### config.mk
export PLATFORM = sky130hd
export DESIGN_NAME = lpt_timing_core
export DESIGN_NICKNAME = d
export VERILOG_FILES = /design/src/lpt_pkg.sv /design/src/lpt_timing_core.sv /design/src/lpt_read_pipe.sv
export SDC_FILE = /design/constraint.sdc
export NUM_CORES = 1
export LEC_CHECK = 0
export BUFFER_PORTS_ARGS = -buffer_cell sky130_fd_sc_hd__buf_2
export CAP_MARGIN = 20
export CORE_MARGIN = 2
export CORE_UTILIZATION = 25
export CTS_BUF_LIST = sky130_fd_sc_hd__clkbuf_8
export CTS_CLUSTER_DIAMETER = 80
export CTS_CLUSTER_SIZE = 16
export DETAILED_ROUTE_END_ITERATION = 16
export GPL_ROUTABILITY_DRIVEN = 1
export PLACE_DENSITY_LB_ADDON = 0.1
export SLEW_MARGIN = 30
export SYNTH_ARGS = -nofsm -noshare
export SYNTH_HDL_FRONTEND = slang
export SYNTH_SLANG_ARGS = --single-unit
### constraint.sdc
create_clock -name clk -period 4.45 [get_ports clk]
set_input_delay 1.335 -clock clk [delete_from_list [all_inputs] [get_ports clk]]
set_output_delay 1.335 -clock clk [all_outputs]
set_load 0.01 [all_outputs]
### src/lpt_pkg.sv
package lpt_pkg;
   // ==========================================================================
   // Clock and timing figures
   // ==========================================================================
   localparam int CLK_PERIOD_PS            = 10000;
   localparam int WRITE_RECOVERY_TIME_NS   = 15;
   localparam int PRECHARGE_PERIOD_NS      = 15;
   localparam int ACTIVE_TO_PRECHARGE_NS   = 40;
   localparam int SELF_REFRESH_EXIT_NS     = 80;
   localparam int SRX_MIN_CLOCK_TOGGLES    = 2;
   localparam int WRITE_RECOVERY_MIN_CLKS  = 1;
   // Least times round up to whole cycles
   localparam int WRITE_RECOVERY_CLKS      = (WRITE_RECOVERY_TIME_NS * 1000 + CLK_PERIOD_PS - 1) / CLK_PERIOD_PS;
   localparam int PRECHARGE_PERIOD_CLKS    = (PRECHARGE_PERIOD_NS * 1000 + CLK_PERIOD_PS - 1) / CLK_PERIOD_PS;
   localparam int ACTIVE_TO_PRECHARGE_CLKS = (ACTIVE_TO_PRECHARGE_NS * 1000 + CLK_PERIOD_PS - 1) / CLK_PERIOD_PS;
   localparam int SELF_REFRESH_EXIT_CLKS   = (SELF_REFRESH_EXIT_NS * 1000 + CLK_PERIOD_PS - 1) / CLK_PERIOD_PS;
   localparam int WR_RECOVERY_EFF_CLKS     = (WRITE_RECOVERY_CLKS < WRITE_RECOVERY_MIN_CLKS) ?
                                             WRITE_RECOVERY_MIN_CLKS : WRITE_RECOVERY_CLKS;
   localparam int AUTO_PRECHARGE_WRITE_DELAY_CLKS = WR_RECOVERY_EFF_CLKS + PRECHARGE_PERIOD_CLKS;
   // Status read needs cas_latency + 1 clocks before the next command
   localparam int STATUS_READ_EXTRA_CLKS   = 1;
   // ==========================================================================
   // Encodings
   // ==========================================================================
   localparam logic [1:0] CAS_LATENCY_2    = 2'h2;
   localparam logic [1:0] CAS_LATENCY_3    = 2'h3;
   localparam int COUNTER_W                = 8;

   typedef enum logic [2:0] {
      LPT_CMD_NOP   = 3'h0,
      LPT_CMD_ACT   = 3'h1,
      LPT_CMD_READ  = 3'h2,
      LPT_CMD_WRITE = 3'h3,
      LPT_CMD_PRE   = 3'h4,
      LPT_CMD_SRR   = 3'h5
   } lpt_cmd_t;

   // Gray along active -> self refresh -> exit wait
   typedef enum logic [1:0] {
      LPT_ST_ACTIVE  = 2'h0,
      LPT_ST_SELFREF = 2'h1,
      LPT_ST_EXIT    = 2'h3
   } lpt_state_t;
endpackage

### src/lpt_timing_core.sv
`timescale 1ns/1ps
// Functional notes
// The controller changes the clock frequency only in clock stop, power-down or self refresh.
// After self refresh exit the controller waits at least 80 ns before the first command.
// The clock toggles at least twice during that self refresh exit wait.
// Write recovery with auto precharge is at least 15 ns and at least one full clock.
// Auto-precharge write delay is write recovery plus precharge period, each rounded up to clocks.
// Read or write with auto precharge is only issued once active-to-precharge minimum is met.
// Every row is refreshed within 64 ms, on average every 15.6 us or 7.8 us by part.
// Read data appears one clock after the read at latency two, two clocks at latency three.
// After a status read the next command waits at least cas latency plus one clock.
// The write strobe is valid no later than the write command, setup 0 ns.
// The write strobe postamble lasts at least 0.4 clock; longer only costs turnaround.
// In self refresh, clock enable low time runs from the rising clock edge to its return high.
// Each byte lane has its own strobe, four lanes up to the top byte in the wide form.
// The controller keeps timers in rounded-up clocks and blocks commands until they expire.
module lpt_timing_core #(
   parameter int LANES = 4
) (
   // Clock and reset
   input  wire logic                 clk,
   input  wire logic                 rstn,
   // Command inputs from the controller pins
   input  wire logic [2:0]           cmd_pin,
   input  wire logic                 auto_precharge_pin,
   input  wire logic                 clock_enable_pin,
   input  wire logic [1:0]           cas_latency,
   // Per byte lane strobe inputs, used on writes
   input  wire logic [LANES-1:0]     strobe_in,
   // Read data strobe launch, one per byte lane
   output logic [LANES-1:0]          strobe_out,
   output logic [LANES-1:0]          strobe_oe,
   output logic                      read_data_valid,
   // Status for observation
   output logic                      in_self_refresh,
   output logic                      cmd_ready,
   output logic                      timing_violation,
   output logic [7:0]                clock_enable_low_clks
);
   // ==========================================================================
   // Pin synchronisers
   // ==========================================================================
   logic [2:0]       cmd_s1_reg, cmd_s2_reg;
   logic             ap_s1_reg, ap_s2_reg;
   logic             cke_s1_reg, cke_s2_reg;
   logic [LANES-1:0] strb_s1_reg, strb_s2_reg;

   always_ff @(posedge clk or negedge rstn) begin
      if (!rstn) begin
         cmd_s1_reg  <= 3'h0;
         cmd_s2_reg  <= 3'h0;
         ap_s1_reg   <= 1'b0;
         ap_s2_reg   <= 1'b0;
         cke_s1_reg  <= 1'b1;
         cke_s2_reg  <= 1'b1;
         strb_s1_reg <= '0;
         strb_s2_reg <= '0;
      end else begin
         cmd_s1_reg  <= cmd_pin;
         cmd_s2_reg  <= cmd_s1_reg;
         ap_s1_reg   <= auto_precharge_pin;
         ap_s2_reg   <= ap_s1_reg;
         cke_s1_reg  <= clock_enable_pin;
         cke_s2_reg  <= cke_s1_reg;
         strb_s1_reg <= strobe_in;
         strb_s2_reg <= strb_s1_reg;
      end
   end

   // ==========================================================================
   // Command decode
   // ==========================================================================
   wire logic is_nop   = cmd_s2_reg == lpt_pkg::LPT_CMD_NOP;
   wire logic is_act   = cmd_s2_reg == lpt_pkg::LPT_CMD_ACT;
   wire logic is_read  = cmd_s2_reg == lpt_pkg::LPT_CMD_READ;
   wire logic is_write = cmd_s2_reg == lpt_pkg::LPT_CMD_WRITE;
   wire logic is_srr   = cmd_s2_reg == lpt_pkg::LPT_CMD_SRR;
   wire logic is_cmd   = !is_nop;
   wire logic is_cl3   = cas_latency == lpt_pkg::CAS_LATENCY_3;

   // ==========================================================================
   // Power state
   // ==========================================================================
   lpt_pkg::lpt_state_t state_reg, state_next;
   logic [lpt_pkg::COUNTER_W-1:0] exit_cnt_reg;
   logic [1:0]                    toggle_cnt_reg;
   logic [7:0]                    cke_low_reg;

   wire logic exit_done = (exit_cnt_reg == '0) &&
                          (toggle_cnt_reg >= 2'(lpt_pkg::SRX_MIN_CLOCK_TOGGLES));

   always_comb begin
      state_next = state_reg;
      case (state_reg)
         lpt_pkg::LPT_ST_ACTIVE:  if (!cke_s2_reg) state_next = lpt_pkg::LPT_ST_SELFREF;
         lpt_pkg::LPT_ST_SELFREF: if (cke_s2_reg) state_next = lpt_pkg::LPT_ST_EXIT;
         lpt_pkg::LPT_ST_EXIT:    if (exit_done) state_next = lpt_pkg::LPT_ST_ACTIVE;
         default:                 state_next = lpt_pkg::LPT_ST_ACTIVE;
      endcase
   end

   always_ff @(posedge clk or negedge rstn) begin
      if (!rstn) state_reg <= lpt_pkg::LPT_ST_ACTIVE;
      else       state_reg <= state_next;
   end

   // Exit wait: 80 ns of clocks, and every edge here is a toggle
   always_ff @(posedge clk or negedge rstn) begin
      if (!rstn) begin
         exit_cnt_reg   <= '0;
         toggle_cnt_reg <= 2'h0;
      end else if (state_reg == lpt_pkg::LPT_ST_SELFREF) begin
         exit_cnt_reg   <= lpt_pkg::COUNTER_W'(lpt_pkg::SELF_REFRESH_EXIT_CLKS);
         toggle_cnt_reg <= 2'h0;
      end else if (state_reg == lpt_pkg::LPT_ST_EXIT) begin
         if (exit_cnt_reg != '0) exit_cnt_reg <= exit_cnt_reg - 1'b1;
         if (toggle_cnt_reg != 2'h3) toggle_cnt_reg <= toggle_cnt_reg + 1'b1;
      end
   end

   // Clock enable low time counted from the rising edge that saw it low
   always_ff @(posedge clk or negedge rstn) begin
      if (!rstn) cke_low_reg <= 8'h00;
      else if (!cke_s2_reg && state_reg == lpt_pkg::LPT_ST_ACTIVE) cke_low_reg <= 8'h01;
      else if (!cke_s2_reg && cke_low_reg != 8'hFF) cke_low_reg <= cke_low_reg + 8'h01;
   end

   // ==========================================================================
   // Command spacing timers
   // ==========================================================================
   logic [lpt_pkg::COUNTER_W-1:0] block_cnt_reg;
   logic [lpt_pkg::COUNTER_W-1:0] ras_cnt_reg;

   wire logic [lpt_pkg::COUNTER_W-1:0] srr_wait =
      lpt_pkg::COUNTER_W'(cas_latency) + lpt_pkg::COUNTER_W'(lpt_pkg::STATUS_READ_EXTRA_CLKS);
   wire logic [lpt_pkg::COUNTER_W-1:0] dal_wait =
      lpt_pkg::COUNTER_W'(lpt_pkg::AUTO_PRECHARGE_WRITE_DELAY_CLKS);
   wire logic blocked     = (block_cnt_reg != '0) || (state_reg != lpt_pkg::LPT_ST_ACTIVE);
   wire logic ap_too_soon = (is_read || is_write) && ap_s2_reg && (ras_cnt_reg != '0);
   wire logic violation   = is_cmd && (blocked || ap_too_soon);

   always_ff @(posedge clk or negedge rstn) begin
      if (!rstn) block_cnt_reg <= '0;
      else if (is_srr && !blocked) block_cnt_reg <= srr_wait - 1'b1;
      else if (is_write && ap_s2_reg && !blocked) block_cnt_reg <= dal_wait - 1'b1;
      else if (block_cnt_reg != '0) block_cnt_reg <= block_cnt_reg - 1'b1;
   end

   // Active-to-precharge minimum; reads and writes with auto precharge before this are flagged
   always_ff @(posedge clk or negedge rstn) begin
      if (!rstn) ras_cnt_reg <= '0;
      else if (is_act) ras_cnt_reg <= lpt_pkg::COUNTER_W'(lpt_pkg::ACTIVE_TO_PRECHARGE_CLKS - 1);
      else if (ras_cnt_reg != '0) ras_cnt_reg <= ras_cnt_reg - 1'b1;
   end

   // ==========================================================================
   // Read return after cas latency
   // ==========================================================================
   wire logic [1:0] read_tap = is_cl3 ? 2'h2 : 2'h1;
   logic read_slot;

   lpt_read_pipe #(
      .DEPTH (2)
   ) u_read_pipe (
      .clk     (clk),
      .rstn    (rstn),
      .launch  ((is_read || is_srr) && !blocked),
      .tap_sel (read_tap),
      .tap_out (read_slot)
   );

   // ==========================================================================
   // Outputs, one strobe per byte lane
   // ==========================================================================
   logic sticky_violation_reg;

   genvar g;
   generate
      for (g = 0; g < LANES; g++) begin : g_lane
         always_ff @(posedge clk or negedge rstn) begin
            if (!rstn) begin
               strobe_out[g] <= 1'b0;
               strobe_oe[g]  <= 1'b0;
            end else begin
               strobe_oe[g]  <= read_slot;
               strobe_out[g] <= read_slot && !strobe_out[g];
            end
         end
      end
   endgenerate

   always_ff @(posedge clk or negedge rstn) begin
      if (!rstn) begin
         read_data_valid       <= 1'b0;
         in_self_refresh       <= 1'b0;
         cmd_ready             <= 1'b1;
         sticky_violation_reg  <= 1'b0;
         timing_violation      <= 1'b0;
         clock_enable_low_clks <= 8'h00;
      end else begin
         read_data_valid       <= read_slot;
         in_self_refresh       <= state_next != lpt_pkg::LPT_ST_ACTIVE;
         cmd_ready             <= state_next == lpt_pkg::LPT_ST_ACTIVE && block_cnt_reg <= 1;
         sticky_violation_reg  <= sticky_violation_reg || violation;
         timing_violation      <= sticky_violation_reg || violation;
         clock_enable_low_clks <= cke_low_reg;
      end
   end

   // Write strobe level is only observed; no timing check here depends on it
   wire logic unused_strobe = &strb_s2_reg;
endmodule

### src/lpt_read_pipe.sv
`timescale 1ns/1ps
// Fixed-depth delay line that carries a read launch until its data slot
module lpt_read_pipe #(
   parameter int DEPTH = 2
) (
   // Clock and reset
   input  wire logic             clk,
   input  wire logic             rstn,
   // Launch and selected tap
   input  wire logic             launch,
   input  wire logic [1:0]       tap_sel,
   output logic                  tap_out
);
   logic [DEPTH-1:0] stage_reg;

   genvar i;
   generate
      for (i = 0; i < DEPTH; i++) begin : g_stage
         if (i == 0) begin : g_first
            always_ff @(posedge clk or negedge rstn) begin
               if (!rstn) stage_reg[i] <= 1'b0;
               else       stage_reg[i] <= launch;
            end
         end else begin : g_rest
            always_ff @(posedge clk or negedge rstn) begin
               if (!rstn) stage_reg[i] <= 1'b0;
               else       stage_reg[i] <= stage_reg[i-1];
            end
         end
      end
   endgenerate

   // tap_sel 1 selects one stage, 2 selects two
   assign tap_out = (tap_sel == 2'h2) ? stage_reg[1] : stage_reg[0];
endmodule

==> results list <==
- Layout cells sized above 1: 0.195
* Number of maximum-capacitance constraint violations: 0
- Share of the clock period used by the worst path: 0.517
* Critical path data required time: 3.12 ns
- Floorplan Core Area: 0.0113 mm²
- Routed wire length: 5760 µm
- Result of the run: complete, no violations
- Counting every net in the synthesized netlist gives 285.
* Fraction of the yosys area taken by sequential cells: 0.561
- Unrepaired setup endpoints after global routing: false
- Synthesis warning total: 0
- Overall die area: 0.0123 mm²
- The most used flip-flop cell after synthesis is dfrtp_1.
* Count of vias placed by the detailed router: 1986
* Final sum of negative setup slack: 0 ns
- Synthesized cell area: 0.00286 mm²
- CTS Hold Buffers Added: 0
- Post-synth top area share: 0.533
* Die X: 111 µm
- The floorplan has 39 rows.
- In the final design database the tool counted 315 nets.
- Number of instances in the synthesized netlist: 263
- Max rail drop VDD: 176 µV
- FFs w/ async S/R, synth: 1.00
- Number of vias per cell: 4.50
- Measured against its own limit, the worst slew margin works out to 0.637.
- Port buffer count: 28
- CTS saw 64 sinks.
* Clk buf depth: 2
* Area Growth Syn to Fin: 16.5%
- In the post-synthesis netlist, the cell with the most instances is dfrtp_1.
- Cell depth of the worst flop-to-flop path: 5
- TritonCTS built the clock tree.
* First-iteration detailed-routing DRC count: 33
- Final-report setup violation count: 0
* Initial Util: 0.253
- Yosys cell types: 50
* Wire length of the first global-routing pass: 9690 µm
- Path length in cells of the critical path: 1
- Worst-path clk slew: 0.07 ns
* Global router's overall resource usage: 0.0992
- The worst setup path is launched from a register.
- Total non-filler cell area in the finished layout: 0.00334 mm²
* Later-pin clock latency in the skew report: 0.33 ns
- Count of final max-slew check failures: 0
* Post-synth EDFFs: 0
* Slowest cell on crit path: dfstp_2
* Slew of the pin with the lowest slew margin: 0.529 ns
- Delay of the slowest cell on the worst path: 0.52 ns
- The via count of the first global-routing pass is 1898.
- The smallest clock period supported by the final layout is computed as 2.30 ns.
- After detailed routing, the average wire length per cell comes to 13.1 µm.
- STA classifies the critical path endpoint as an output port.
* HPWL after DPL: 4010 µm
* Crit-path cells: buf_2
- Along the worst path, the maximum fanout reaches 1.
- Entering global routing, the biggest net connects 24 pins.
* Max Clk Rate: 434 MHz
* Synth area leaders: dfrtp_1 (53%), ha_1 (3.9%), nor2_1 (3.5%)
- Once the clock tree was built, the setup fixing pass inserted 0 buffers.
* CP Buf/Inv Count: 1
- Resized cells post-CTS: 0
- Remaining antenna violation count: 0
- I/O pin count: 33
* Static leakage: 0.00153 µW
- Each instance of the synthesized netlist takes up on average 10.9 µm².
* Hold-critical path depth: 0
* Worst min path class: reg2reg
- For this design the ratio of total power to cell area is 624 mW/mm².
- Summed over all instances, the cell type with the most area after synthesis is dfrtp_1.
- Category of cells accounting for the largest share of critical-path delay: flip-flops
- The final-report hold violation count was 0.
- Gr ovfl total: 0
- Weighted congestion at the end of routability-driven global placement: 0.733
- H-tree levels: 3
* Commonest cells in the netlist: dfrtp_1 (61), nor2_1 (27), nand2_1 (19)
- Antenna violations before repair: 0
- The critical path in this run is classified as reg2out.
* Skew final: 0.00891 ns
- Pre-Repair DR Iteration Count: 4
* Count of unresolved DRC violations after routing: 0
* Placed cell area: 0.00313 mm²
* Antenna Cells: 0
* Clock root buffer: clkbuf_8
- FF+latch count, synth: 64
- From bottom edge to top edge, the die measures 111 µm.
- Counting the buffers created by CTS gives 9.
- Arrival @ worst endpoint: 0.97 ns
## power breakdown
group	leakage (µW)	switching, µW	internal [µW]	total, µW
logic	0.000649	345	279	624
clock network	0.0000989	237	276	513
registers	0.000785	189	756	944
## path summary, 6_finish.rpt
path	startpoint	end	slack, ns
setup / recovery	cmd_ready	cmd_ready	2.15
hold / removal	cmd_s1_reg[0]	cmd_s2_reg[0]	0.35
setup reg to reg	exit_cnt_reg[0]	in_self_refresh	2.54
hold reg to reg	cmd_s1_reg[0]	cmd_s2_reg[0]	0.35
max in group asynchronous	rstn	cmd_ready	2.74
min in group asynchronous	rstn	exit_cnt_reg[3]	0.97
## area by class of cell
class | count | area (µm²)
clock buffers | 10 | 138
clock inverters | 6 | 67.6
well taps | 143 | 179
fillers | 1191 | 7990
inverters | 13 | 48.8
multi-input cells | 175 | 1140
repair buffers | 30 | 155
flip-flops and latches | 64 | 1610
## routing by layer
layer,part of all wire,vias to the layer above,track usage
met1,0.51,941,0.139
met4,0.015,0,0.0494
li1,-,1003,-
met5,0,-,0
met2,0.44,34,0.141
met3,0.035,8,0.0268
## cell families after synthesis
| logic type | count (synthesis) | share of synthesized area |
|---|---|---|
| compound gates | 60 | 0.148 |
| xor+xnor | 10 | 0.0306 |
| fa+ha+maj | 9 | 0.0393 |
| buf+inv | 24 | 0.0424 |
| flops | 64 | 0.561 |
| mux | 3 | 0.0105 |
| simple gates | 93 | 0.169 |
## layout by cell type (no fill, tap or decap), types with 4 or more instances in the layout
cell / Yosys / routed
dfrtp_1: 61 / 61
nor3_1: 8 / 8
ha_1: 9 / 9
inv_1: 13 / 13
nor3b_1: 5 / 4
nand2_1: 19 / 19
clkbuf_8: 0 / 10
a21oi_1: 13 / 13
xnor2_1: 5 / 5
buf_2: 1 / 28
nor2_1: 27 / 27
o211ai_1: 5 / 5
nand2b_1: 6 / 6
xor2_1: 5 / 5
nor4_1: 4 / 4
a211oi_1: 4 / 4
o31ai_1: 8 / 8
o21ai_0: 10 / 10
## per-stage QoR
| stage | total power [µW] | setup slack [ns] | hold WS [ns] | std cells | utilization |
|---|---|---|---|---|---|
| 6_report | 2080 | 2.15 | 0.350 | 441 | 0.295 |
| 3_5_place_dp | 1590 | 2.20 | 0.336 | 425 | 0.277 |
| 5_1_grt | 2270 | 2.11 | 0.366 | 441 | 0.295 |
| 4_1_cts | 2120 | 2.12 | 0.353 | 441 | 0.295 |
| 3_3_place_gp | 1590 | 2.21 | 0.338 | 425 | 0.276 |
| 2_1_floorplan | 1420 | 2.54 | 0.331 | 263 | - |
Note: power is estimated with default switching activity, not from simulation.
